### src/vpic_pkg.sv
// vpic_pkg: constants and types of the vectored priority interrupt controller.
// assumes a single 10 MHz clock and an AXI4-Lite master with 12-bit byte addresses.
package vpic_pkg;

    localparam int NSRC     = 32;
    localparam int FAST_SRC = 0;
    localparam int SOFT_SRC = 1;
    localparam int EXT_LO   = 24;
    localparam int EXT_HI   = 29;

    // register byte offsets
    localparam logic [11:0] OFS_SMR  = 12'h000;
    localparam logic [11:0] OFS_SVR  = 12'h080;
    localparam logic [11:0] OFS_IVR  = 12'h100;
    localparam logic [11:0] OFS_FVR  = 12'h104;
    localparam logic [11:0] OFS_ISR  = 12'h108;
    localparam logic [11:0] OFS_IPR  = 12'h10C;
    localparam logic [11:0] OFS_IMR  = 12'h110;
    localparam logic [11:0] OFS_CISR = 12'h114;
    localparam logic [11:0] OFS_IECR = 12'h120;
    localparam logic [11:0] OFS_IDCR = 12'h124;
    localparam logic [11:0] OFS_ICCR = 12'h128;
    localparam logic [11:0] OFS_ISCR = 12'h12C;
    localparam logic [11:0] OFS_EOI  = 12'h130;
    localparam logic [11:0] OFS_SPU  = 12'h134;

    // source mode word fields
    localparam int SMR_PRIO_LO = 0;
    localparam int SMR_KIND_LO = 5;

    localparam logic [1:0]  RESP_OKAY   = 2'h0;
    localparam logic [1:0]  RESP_SLVERR = 2'h2;
    localparam logic [31:0] WORD_ZERO   = 32'h0000_0000;

    typedef struct packed {
        logic        awvalid;
        logic [11:0] awaddr;
        logic        wvalid;
        logic [31:0] wdata;
        logic [3:0]  wstrb;
        logic        bready;
        logic        arvalid;
        logic [11:0] araddr;
        logic        rready;
    } vpic_axi_req_t;

    typedef struct packed {
        logic        awready;
        logic        wready;
        logic        bvalid;
        logic [1:0]  bresp;
        logic        arready;
        logic        rvalid;
        logic [31:0] rdata;
        logic [1:0]  rresp;
    } vpic_axi_rsp_t;

    // kind[0]: edge, kind[1]: high/rising for external sources
    typedef struct packed {
        logic [1:0] kind;
        logic [2:0] prio;
    } vpic_smr_t;

    typedef struct packed {
        logic [2:0] lvl;
        logic [4:0] src;
    } vpic_ctx_t;

    typedef struct packed {
        logic [NSRC-1:0][31:0] svr;
        vpic_smr_t [NSRC-1:0]  smr;
        logic [NSRC-1:0]       imr;
        logic [NSRC-1:0]       epend;
        logic [NSRC-1:0]       prev;
        logic [31:0]           spu;
        vpic_ctx_t [7:0]       stk;
        logic [3:0]            depth;
        vpic_ctx_t             ctx;
        logic                  spur;
        logic                  m_ok;
        vpic_ctx_t             m_ctx;
        logic                  normal_irq_request_line;
        logic                  fast_irq_request_line;
        logic                  aw_got;
        logic                  w_got;
        logic [11:0]           awaddr;
        logic [31:0]           wdata;
        logic [3:0]            wstrb;
        vpic_axi_rsp_t         rsp;
    } vpic_state_t;

endpackage

### src/vpic_top.sv
// vpic_top: vectored priority interrupt controller with AXI4-Lite registers.
// assumes all inputs synchronous to core_clk_in; request outputs are active high.
// Operation
// - vector read returns current source's vector
// - current is best unmasked pending at read
// - eight-level encoder drives normal request
// - equal priority: lowest source number wins
// - higher arrival before read gives newer vector
// - higher after read reasserts, pushes on read
// - end-of-service write pops nesting stack
// - normal-mode vector read drops request, clears edge
// - enable/disable commands, mask readable
// - set/clear commands act on edge sources
// - fast request only from fast input
// - fast input edge/level and polarity programmable
// - fast readout returns source vector zero
// - source one is software only
// - spurious vector when nothing valid pending
// - spurious holds both lines until end
// - protect mode pushes and acknowledges on write
// - protect mode context updates on write
// - normal mode ignores vector register writes
// - protect enable comes from outside block
// - step order per mode
// - internal kind only, external adds polarity
// - normal request from sources one upward
`timescale 1ns/1ns
module vpic_top
(
    input  wire logic                    core_clk_in,
    input  wire logic                    arst_n_in,
    input  wire vpic_pkg::vpic_axi_req_t axi_req_in,
    output vpic_pkg::vpic_axi_rsp_t      axi_rsp_out,
    input  wire logic                    fast_interrupt_input_in,
    input  wire logic [31:2]             irq_src_in,
    input  wire logic                    protect_mode_in,
    output logic                         normal_irq_request_line_out,
    output logic                         fast_irq_request_line_out
);

    vpic_pkg::vpic_state_t r_reg;
    vpic_pkg::vpic_state_t r_next;

    logic [31:0]        src_all;
    logic [31:0]        act;
    logic [31:0]        edge_msk;
    logic [31:0]        edge_evt;
    logic [31:0]        pend;
    logic [31:0]        mp;
    logic               found;
    logic [4:0]         best_src;
    logic [2:0]         best_lvl;
    logic               cand_ok;
    logic [31:0]        cand_vec;
    logic               aw_hs;
    logic               w_hs;
    logic               ar_hs;
    logic               wr_do;
    logic               rd_ivr;
    logic               wr_ivr;
    logic [31:0]        rd;
    logic [31:0]        d;
    vpic_pkg::vpic_ctx_t best_ctx;

    function automatic logic [31:0] f_merge(input logic [31:0] old_w,
                                            input logic [31:0] new_w,
                                            input logic [3:0]  strb);
        logic [31:0] m;
        m = {{8{strb[3]}}, {8{strb[2]}}, {8{strb[1]}}, {8{strb[0]}}};
        return (old_w & ~m) | (new_w & m);
    endfunction

    function automatic logic f_is_ext(input int i);
        return (i == vpic_pkg::FAST_SRC) || (i >= vpic_pkg::EXT_LO && i <= vpic_pkg::EXT_HI);
    endfunction

    // push current context and take the new one, or enter spurious handling
    function automatic vpic_pkg::vpic_state_t f_ack(input vpic_pkg::vpic_state_t s,
                                                    input logic ok,
                                                    input vpic_pkg::vpic_ctx_t c);
        vpic_pkg::vpic_state_t t;
        t = s;
        if (ok)
        begin
            t.stk[s.depth[2:0]] = s.ctx;
            t.depth             = s.depth + 4'd1;
            t.ctx               = c;
            t.epend[c.src]      = 1'b0;
        end
        else
        begin
            t.spur = 1'b1;
        end
        return t;
    endfunction

    // source conditioning and priority encoder
    always_comb
    begin
        src_all  = {irq_src_in, 1'b0, fast_interrupt_input_in};
        act      = '0;
        edge_msk = '0;
        for (int i = 0; i < vpic_pkg::NSRC; i++)
        begin
            act[i]      = src_all[i] ^ (f_is_ext(i) && !r_reg.smr[i].kind[1]);
            edge_msk[i] = r_reg.smr[i].kind[0];
        end
        edge_evt = act & ~r_reg.prev & edge_msk;
        pend     = (edge_msk & r_reg.epend) | (~edge_msk & act);
        mp       = pend & r_reg.imr;
        found    = 1'b0;
        best_src = '0;
        best_lvl = '0;
        for (int i = vpic_pkg::NSRC - 1; i >= 1; i--)
        begin
            if (mp[i] && (!found || r_reg.smr[i].prio >= best_lvl))
            begin
                found    = 1'b1;
                best_src = 5'(i);
                best_lvl = r_reg.smr[i].prio;
            end
        end
        cand_ok  = found && (r_reg.depth == 4'd0 || best_lvl > r_reg.ctx.lvl);
        cand_vec = r_reg.svr[best_src];
        best_ctx = '{lvl: best_lvl, src: best_src};
    end

    assign aw_hs  = axi_req_in.awvalid && r_reg.rsp.awready;
    assign w_hs   = axi_req_in.wvalid && r_reg.rsp.wready;
    assign ar_hs  = axi_req_in.arvalid && r_reg.rsp.arready;
    assign wr_do  = r_reg.aw_got && r_reg.w_got;
    assign rd_ivr = ar_hs && axi_req_in.araddr == vpic_pkg::OFS_IVR;
    assign wr_ivr = wr_do && r_reg.awaddr == vpic_pkg::OFS_IVR;

    always_comb
    begin
        r_next      = r_reg;
        r_next.prev = act;
        rd          = vpic_pkg::WORD_ZERO;
        d           = f_merge(vpic_pkg::WORD_ZERO, r_reg.wdata, r_reg.wstrb);
        if (axi_req_in.bready && r_reg.rsp.bvalid)
            r_next.rsp.bvalid = 1'b0;
        if (axi_req_in.rready && r_reg.rsp.rvalid)
            r_next.rsp.rvalid = 1'b0;
        if (aw_hs)
        begin
            r_next.aw_got = 1'b1;
            r_next.awaddr = axi_req_in.awaddr;
        end
        if (w_hs)
        begin
            r_next.w_got = 1'b1;
            r_next.wdata = axi_req_in.wdata;
            r_next.wstrb = axi_req_in.wstrb;
        end
        if (wr_do)
        begin
            r_next.aw_got     = 1'b0;
            r_next.w_got      = 1'b0;
            r_next.rsp.bvalid = 1'b1;
            r_next.rsp.bresp  = vpic_pkg::RESP_OKAY;
            if (r_reg.awaddr < vpic_pkg::OFS_SVR)
            begin
                if (r_reg.wstrb[0])
                begin
                    r_next.smr[r_reg.awaddr[6:2]].kind = r_reg.wdata[vpic_pkg::SMR_KIND_LO+:2];
                    r_next.smr[r_reg.awaddr[6:2]].prio = r_reg.wdata[vpic_pkg::SMR_PRIO_LO+:3];
                end
            end
            else if (r_reg.awaddr < vpic_pkg::OFS_IVR)
            begin
                r_next.svr[r_reg.awaddr[6:2]] =
                    f_merge(r_reg.svr[r_reg.awaddr[6:2]], r_reg.wdata, r_reg.wstrb);
            end
            else
            begin
                case (r_reg.awaddr)
                    vpic_pkg::OFS_IVR:
                    begin
                        // external protect input: acknowledge on write
                        if (protect_mode_in)
                            r_next = f_ack(r_next, r_reg.m_ok, r_reg.m_ctx);
                    end
                    vpic_pkg::OFS_IECR: r_next.imr = r_next.imr | d;
                    vpic_pkg::OFS_IDCR: r_next.imr = r_next.imr & ~d;
                    // set and clear on edge sources
                    vpic_pkg::OFS_ICCR: r_next.epend = r_next.epend & ~(d & edge_msk);
                    vpic_pkg::OFS_ISCR: r_next.epend = r_next.epend | (d & edge_msk);
                    vpic_pkg::OFS_EOI:
                    begin
                        if (r_reg.spur)
                            r_next.spur = 1'b0;
                        else if (r_reg.depth != 4'd0)
                        begin
                            r_next.ctx   = r_reg.stk[3'(r_reg.depth - 4'd1)];
                            r_next.depth = r_reg.depth - 4'd1;
                        end
                    end
                    vpic_pkg::OFS_SPU: r_next.spu = f_merge(r_reg.spu, r_reg.wdata, r_reg.wstrb);
                    vpic_pkg::OFS_FVR, vpic_pkg::OFS_ISR, vpic_pkg::OFS_IPR, vpic_pkg::OFS_IMR,
                    vpic_pkg::OFS_CISR: r_next.rsp.bresp = vpic_pkg::RESP_OKAY;
                    default: r_next.rsp.bresp = vpic_pkg::RESP_SLVERR;
                endcase
            end
        end
        if (ar_hs)
        begin
            r_next.rsp.rvalid = 1'b1;
            r_next.rsp.rresp  = vpic_pkg::RESP_OKAY;
            if (axi_req_in.araddr < vpic_pkg::OFS_SVR)
            begin
                rd[vpic_pkg::SMR_KIND_LO+:2] = r_reg.smr[axi_req_in.araddr[6:2]].kind;
                rd[vpic_pkg::SMR_PRIO_LO+:3] = r_reg.smr[axi_req_in.araddr[6:2]].prio;
            end
            else if (axi_req_in.araddr < vpic_pkg::OFS_IVR)
            begin
                rd = r_reg.svr[axi_req_in.araddr[6:2]];
            end
            else
            begin
                case (axi_req_in.araddr)
                    vpic_pkg::OFS_IVR:
                    begin
                        // vector chosen at the read itself
                        rd            = cand_ok ? cand_vec : r_reg.spu;
                        // memorize always, acknowledge here in normal mode
                        r_next.m_ok   = cand_ok;
                        r_next.m_ctx  = best_ctx;
                        if (!protect_mode_in)
                        begin
                            r_next = f_ack(r_next, cand_ok, best_ctx);
                        end
                    end
                    vpic_pkg::OFS_FVR:
                    begin
                        rd = mp[vpic_pkg::FAST_SRC] ? r_reg.svr[vpic_pkg::FAST_SRC] : r_reg.spu;
                        if (!protect_mode_in)
                        begin
                            if (mp[vpic_pkg::FAST_SRC])
                            begin
                                r_next.epend[vpic_pkg::FAST_SRC] = 1'b0;
                            end
                            else
                            begin
                                r_next.spur = 1'b1;
                            end
                        end
                    end
                    vpic_pkg::OFS_ISR:  rd[4:0] = (r_reg.depth != 4'd0) ? r_reg.ctx.src : 5'h0;
                    vpic_pkg::OFS_IPR:  rd = pend;
                    vpic_pkg::OFS_IMR:  rd = r_reg.imr;
                    vpic_pkg::OFS_CISR: rd[1:0] = {r_reg.normal_irq_request_line, r_reg.fast_irq_request_line};
                    vpic_pkg::OFS_SPU:  rd = r_reg.spu;
                    vpic_pkg::OFS_IECR, vpic_pkg::OFS_IDCR, vpic_pkg::OFS_ICCR,
                    vpic_pkg::OFS_ISCR, vpic_pkg::OFS_EOI: rd = vpic_pkg::WORD_ZERO;
                    default: r_next.rsp.rresp = vpic_pkg::RESP_SLVERR;
                endcase
            end
            r_next.rsp.rdata = rd;
        end
        // new edges beat any clear in the same cycle
        r_next.epend = r_next.epend | edge_evt;
        // normal request from sources above current level
        r_next.normal_irq_request_line = !r_next.spur && found &&
                      (r_next.depth == 4'd0 || best_lvl > r_next.ctx.lvl);
        // fast request only from the fast input
        r_next.fast_irq_request_line = !r_next.spur && mp[vpic_pkg::FAST_SRC];
        r_next.rsp.awready = !r_next.aw_got && !r_next.rsp.bvalid;
        r_next.rsp.wready  = !r_next.w_got && !r_next.rsp.bvalid;
        r_next.rsp.arready = !r_next.rsp.rvalid;
    end

    always_ff @(posedge core_clk_in or negedge arst_n_in)
    begin
        if (!arst_n_in)
        begin
            r_reg <= '0;
        end
        else
        begin
            r_reg <= r_next;
        end
    end

    assign axi_rsp_out                 = r_reg.rsp;
    assign normal_irq_request_line_out = r_reg.normal_irq_request_line;
    assign fast_irq_request_line_out   = r_reg.fast_irq_request_line;
endmodule // vpic_top

### config.mk
export PLATFORM = sky130hd
export DESIGN_NAME = vpic_top
export DESIGN_NICKNAME = d
export VERILOG_FILES = /design/src/vpic_pkg.sv /design/src/vpic_top.sv
export SDC_FILE = /design/constraint.sdc
export NUM_CORES = 2
export LEC_CHECK = 0
export BUFFER_PORTS_ARGS = -buffer_cell sky130_fd_sc_hd__clkbuf_2
export CAP_MARGIN = 20
export CORE_MARGIN = 10
export CORE_UTILIZATION = 45
export CTS_BUF_LIST = sky130_fd_sc_hd__clkbuf_8
export DETAILED_ROUTE_END_ITERATION = 12
export GPL_ROUTABILITY_DRIVEN = 0
export HOLD_SLACK_MARGIN = 0.08
export PLACE_DENSITY = 0.58
export SETUP_SLACK_MARGIN = 0.05
export SLEW_MARGIN = 20
export SYNTH_ARGS = -nofsm -noshare
export SYNTH_HDL_FRONTEND = slang
export SYNTH_SLANG_ARGS = --single-unit
### constraint.sdc
create_clock -name core_clk_in -period 65.5 [get_ports core_clk_in]
set_clock_uncertainty 0.2 [all_clocks]
set_input_delay 13.1 -clock core_clk_in [delete_from_list [all_inputs] [get_ports core_clk_in]]
set_output_delay 13.1 -clock core_clk_in [all_outputs]
set_load 0.03 [all_outputs]
Word-level counts from Yosys, hierarchy flattened
Cells that the tools add are included.
W data, S select, Z words.
{"block": "classes", "n_bitwise": 33, "n_lt_le_gt_ge": 48, "muxes": 178, "n_addsub": 3, "n_eq_ne": 24, "reduce_logical": 126}
{"operator": "$mux W1024", "n": 2}
{"operator": "$mux W1491", "n": 1}
{"operator": "$mux W275", "n": 5}
{"operator": "$bwmux W1024", "n": 1}
{"operator": "$mux W307", "n": 2}
{"operator": "$bmux W32 S5", "n": 3}
{"operator": "$and A32 B32 Y32", "n": 13}
{"operator": "$bwmux W160", "n": 2}
{"operator": "$mux W160", "n": 2}
{"operator": "$mux W32", "n": 10}
{"operator": "$eq A12 B9 Y1 const B", "n": 24}
{"operator": "$not A32 Y32", "n": 7}
{"operator": "$or A32 B32 Y32", "n": 6}
{"operator": "$pmux W32 S3", "n": 2}
{"operator": "$mux W5", "n": 34}
{"operator": "$demux W32 S5", "n": 1}
{"operator": "$mux W76", "n": 2}
{"operator": "$mux W140", "n": 1}
{"operator": "$pmux W27 S5", "n": 1}
{"operator": "$bwmux W64", "n": 2}
{"operator": "$mux W64", "n": 2}
{"operator": "$mux W100", "n": 1}
{"operator": "$mux W3", "n": 33}
{"operator": "$ge A3 B3 Y1", "n": 30}
{"operator": "34 further kinds", "n": 225}
{"block": "word_totals", "in_bits": 99, "out_inout_bits": 43, "regBits": 1491, "wordCells": 550}

Logic depth before layout (Yosys ltp)
{"block": "logic_depth", "word_depth": 141, "depth_mapped": 240, "mapped_depth_nobuf": 232}

Least setup slack after synthesis
Ideal clock, no wire load.
{"block": "synth_timing", "path_kind": "input to register", "from": "input irq_src_in[31] (netlist bit)", "to": "register r_reg, in the netlist normal_irq_request_line_out", "path_stages": 215, "n_path_buf": 8, "required_ns": 65.177, "path_slack_ns": 10.741, "setup_ns": 0.124, "arrival_time_ns": 54.435, "cell_sequence": "mux2_2 and2_1 nand2_1 ha_1 a21oi_1 o21ai_0 a21oi_1 a22oi_1 ha_1 or3b_1 a21oi_1 a21oi_1 a221oi_1 o21bai_1 ha_1 a21o_1 a221oi_2 or2_1 [179 not listed] a211o_1 nor2b_1 clkbuf_1 o21ai_0 ha_1 a21o_1 a21oi_1 a31oi_1 o21a_1 clkbuf_1 nand2_1 clkbuf_1 o21ai_0 ha_1 nor2b_1 o21a_1 o21ai_0 a21oi_1"}
{"element": "from (decl)", "line_no": "vpic_top.sv:35", "source": "input wire logic [31:2] irq_src_in,"}
{"element": "to (signal assigned)", "line_no": "vpic_top.sv:281", "source": "r_reg <= r_next;"}
{"element": "to (decl)", "line_no": "vpic_top.sv:41", "source": "vpic_pkg::vpic_state_t r_reg;"}

==> summary.txt <==
Timing
  – Setup tns final: 0 ps
  – Fin worst setup slack: 4770 ps
  – Slew Limit Headroom: a little over a tenth
  – Final hold vios: 0
  – Tightest hold margin: 188 ps
  – Setup repair after global routing missed its margin: no
  – Clock period minus final worst setup slack: 60730 ps
  – Pins over their slew limit: 0
  – Max Freq: 16.5 MHz
  – Post-route fraction of the period consumed by the critical path: 92.7%
  – Finish-stage setup viols: 0
  – Worst-Margin Slew: 1340 ps

Setup path
  – Critical path peak fanout: 16
  – Worst reg2reg path startpoint: edge_msk[31]
  – Maximum cell stage delay along the critical path: between 700 and 800 ps
  – Endpoint of the lowest-slack register-to-register path: normal_irq_request_line_out
  – Worst reg-to-reg path cell count: 211
  – Top Family by Delay on Critical Path: compound AO/OA/AOI/OAI gates
  – Cell mode on critical path: sky130_fd_sc_hd__ha_1
  – Arrival time reported for the critical path endpoint: 61460 ps
  – Startpoint type of the worst setup path: primary input
  – Crit path buf inv count: 7
  – Slowest CP cell: sky130_fd_sc_hd__nor3_1
  – Endpoint type of the worst setup path: flop
  – Critical path start-end classification: in -> reg
  – Critical path required time: 66230 ps
  – Internal reg-to-reg setup slack: 16350 ps

Final layout
  – Net count, final: 7598
  – Area taken by flip-flops and latches: 0.0373 mm²
  – Max reg flops: roughly 1400
  – Layout overhead on the synthesized area: 9.98%
  – Finished layout cell area: 0.0996 mm²
  – Multi-input logic area: 0.0507 mm²
  – Layout cells sized above 1: 39.0%
  – Fillers: 17600

Detailed routing
  – Final wirelength: 364000 µm
  – Number of iterations in the first detailed-routing pass: 8
  – Drc violations: 0
  – Total vias in the final route: 72400
  – Number of nets with antenna violations after detailed routing: 0
  – Routed wirelength normalized by instance count: 35.4 µm
  – DRC violation total after the first TritonRoute iteration: roughly 9600
  – Via-to-Cell Ratio: 7.04

Placement
  – Number of I/O port buffers: 139
  – Area of placed instances: 0.0939 mm²
  – Minimum setup slack after placement: 4830 ps
  – Estimated wirelength of the detail-placed design: 218000 µm

Floorplan
  – Starting density of the core: 45.3%
  – Full die area: 0.220 mm²
  – Placeable core area: 0.200 mm²
  – Die Span X: 469 µm
  – Height of the die: 469 µm
  – Io pins: around 140
  – Site row count: roughly 160

Logic synthesis
  – EDFF count, synth: 0
  – Total of warnings raised by yosys: 0
  – Synthesized instance count: roughly 7500
  – Share of the yosys chip area belonging to registers: 41.1%
  – Most used flip-flop cell after synthesis: sky130_fd_sc_hd__dfrtp_1
  – Cell area after technology mapping: 0.0905 mm²
  – Async S/R FF share, synth: 100%
  – Synthesized flop and latch total: 1488
  – Distinct cell type count of the synthesized netlist: 105
  – Synthesized area per cell: 12.1 µm²

Clock tree
  – Clk slew on worst S/H paths: approximately 60 ps
  – Hold buffer count at cts: 0
  – Setup repair bufs after CTS: 0
  – CTS Root Buffer Type: sky130_fd_sc_hd__clkbuf_8
  – CTS tree: built
  – Post-CTS sizing: 0
  – Clock insertion delay at the later pin of the skew report: 1070 ps
  – Number of buffers added by the clock tree synthesis step: around 280
  – Clk sink count: 1488
  – Number of buffers between clock root and the deepest sink: 4
  – Depth of the CTS H-tree: 5

Pwr
  – Pwr/cell area: 27.7 mW/mm²
  – Power, Total: ~2800 µW
  – LEAKAGE: 0.0431 µW
  – Max rail drop VDD: between 20 and 30 µV

Worst hold path
  – Hold worst-path end: r_reg[250]
  – Start point of the worst min-delay path: r_reg[218]
  – Cell count of the worst hold path: 1
  – Hold/Removal Path Class: reg -> reg

Global route
  – Pin count of the biggest net entering global routing: 155
  – Via count of the first global-routing pass: between 70000 and 80000
  – Global-route wire length before repair: around 520000 µm
  – Global-route usage over all layers: about a third
  – Congestion Overflow GR: 0
  – Initial antenna violation count: 23

Job
  – MaxCap Viol Count: 0

Run status
  – Run status: completed
==> cells in the mapped netlist, types with 15 or more instances <==
library cell / n / area [µm²]
sky130_fd_sc_hd__a211oi_1: 35 / 263
sky130_fd_sc_hd__a21o_1: 19 / 143
sky130_fd_sc_hd__a21oi_1: 277 / 1390
sky130_fd_sc_hd__a221oi_1: 32 / 280
sky130_fd_sc_hd__a22o_1: 19 / 166
sky130_fd_sc_hd__a22oi_1: 27 / 203
sky130_fd_sc_hd__a31oi_1: 37 / 231
sky130_fd_sc_hd__and2_1: 48 / 300
sky130_fd_sc_hd__and3_1: 29 / 181
sky130_fd_sc_hd__buf_1: 79 / 297
sky130_fd_sc_hd__buf_2: 55 / 275
sky130_fd_sc_hd__buf_4: 45 / 338
sky130_fd_sc_hd__clkbuf_1: 509 / 1910
sky130_fd_sc_hd__dfrtp_1: 1488 / 37200
sky130_fd_sc_hd__ha_1: 75 / 938
sky130_fd_sc_hd__inv_1: 73 / 274
sky130_fd_sc_hd__mux2_2: 1382 / 15600
sky130_fd_sc_hd__mux2i_1: 130 / 1300
sky130_fd_sc_hd__mux4_2: 710 / 16000
sky130_fd_sc_hd__nand2_1: 640 / 2400
sky130_fd_sc_hd__nand2b_1: 53 / 332
sky130_fd_sc_hd__nand3_1: 101 / 505
sky130_fd_sc_hd__nand4_1: 19 / 119
sky130_fd_sc_hd__nor2_1: 297 / 1110
sky130_fd_sc_hd__nor2b_1: 24 / 150
sky130_fd_sc_hd__nor3_1: 94 / 470
sky130_fd_sc_hd__o211ai_1: 26 / 195
sky130_fd_sc_hd__o21a_1: 24 / 180
sky130_fd_sc_hd__o21ai_0: 414 / 2070
sky130_fd_sc_hd__o221ai_1: 129 / 1130
sky130_fd_sc_hd__o22ai_1: 237 / 1480
sky130_fd_sc_hd__o31ai_1: 18 / 135
sky130_fd_sc_hd__o41ai_1: 15 / 131
sky130_fd_sc_hd__or2_2: 16 / 100
sky130_fd_sc_hd__or3_1: 44 / 275
==> logic make-up (layout without fill, tap and decap cells) <==
group | Yosys count | in the layout | synth area share, %
mux | 2229 | 2229 | 36.4
fa+ha+maj | 77 | 77 | 1.06
xor+xnor | 11 | 11 | 0.106
simple gates | 1438 | 1438 | 7.18
buf+inv | 765 | 894 | 3.45
compound gates | 1474 | 1474 | 10.7
flops | 1488 | 1488 | 41.1
other cells | 1 | 16 | 0.00414
==> placed cells by master, fill, tap and decap left out, drive strengths merged, types with 37 or more instances in the layout <==
cell type  instances
o22ai            237
mux4             710
nor2             298
nand2            641
nand3            101
mux2i            130
and2              50
buf              208
a21oi            277
nand2b            53
mux2            1389
o21ai            429
o221ai           129
ha                75
or3               44
dfrtp           1488
a211oi            37
inv              161
clkbuf           483
nor3              94
a31oi             39
==> metal layers <==
layer	part of all wire, %	global-route usage (%)	vias to the layer above
met2	44	48.6	5188
li1	-	-	28700
met3	12	10.2	1204
met1	37	41.2	37300
met4	6.6	19.6	18
met5	0.057	0.325	-
==> report_power, final <==
part | leakage, µW | internal (µW) | total (µW) | switching (µW)
Combinational | 0.0194 | 240 | 771 | 531
Clock | 0.00319 | 507 | 927 | 420
Sequential | 0.0204 | 966 | 1060 | 90.9
==> worst max-delay path by stage <==
stage	start	end	slack (ps)	cells past startpoint
floorplan	irq_src_in[31]	normal_irq_request_line_out	10740	215
global placement	irq_src_in[31]	normal_irq_request_line_out	6180	209
detailed placement	irq_src_in[31]	normal_irq_request_line_out	4830	215
CTS	irq_src_in[31]	normal_irq_request_line_out	5770	215
global route	irq_src_in[31]	normal_irq_request_line_out	1330	214
finish	irq_src_in[31]	normal_irq_request_line_out	4770	212
==> stage by stage <==
stage | util (%) | cells
2_1_floorplan | - | 7484
3_3_place_gp | 47.0 | 9785
3_5_place_dp | 47.0 | 9789
4_1_cts | 49.8 | 10300
5_1_grt | 49.8 | 10300
6_report | 49.8 | 10300
==> worst reg2reg max path: cells and delay by family (launching register included) <==
kind | cells | cell delay, ps
and+or+nand+nor | 67 | 12510
DFF | 1 | 480
adders and majority gates | 33 | 8650
buffers and inverters | 6 | 700
AOI/OAI and AO/OA | 94 | 22170
muxes | 11 | 4260
==> final cells by class <==
cell class / instances / area share, %
multi-input cells: 5231 / 51.0
flip-flops and latches: 1488 / 37.4
clock buffers: 347 / 4.80
well taps: 2656 / 3.34
repair buffers: 344 / 2.43
clock inverters: 128 / 0.743
inverters: 75 / 0.283
diodes: 14 / 0.0352
(Power assumes the default switching activity.)
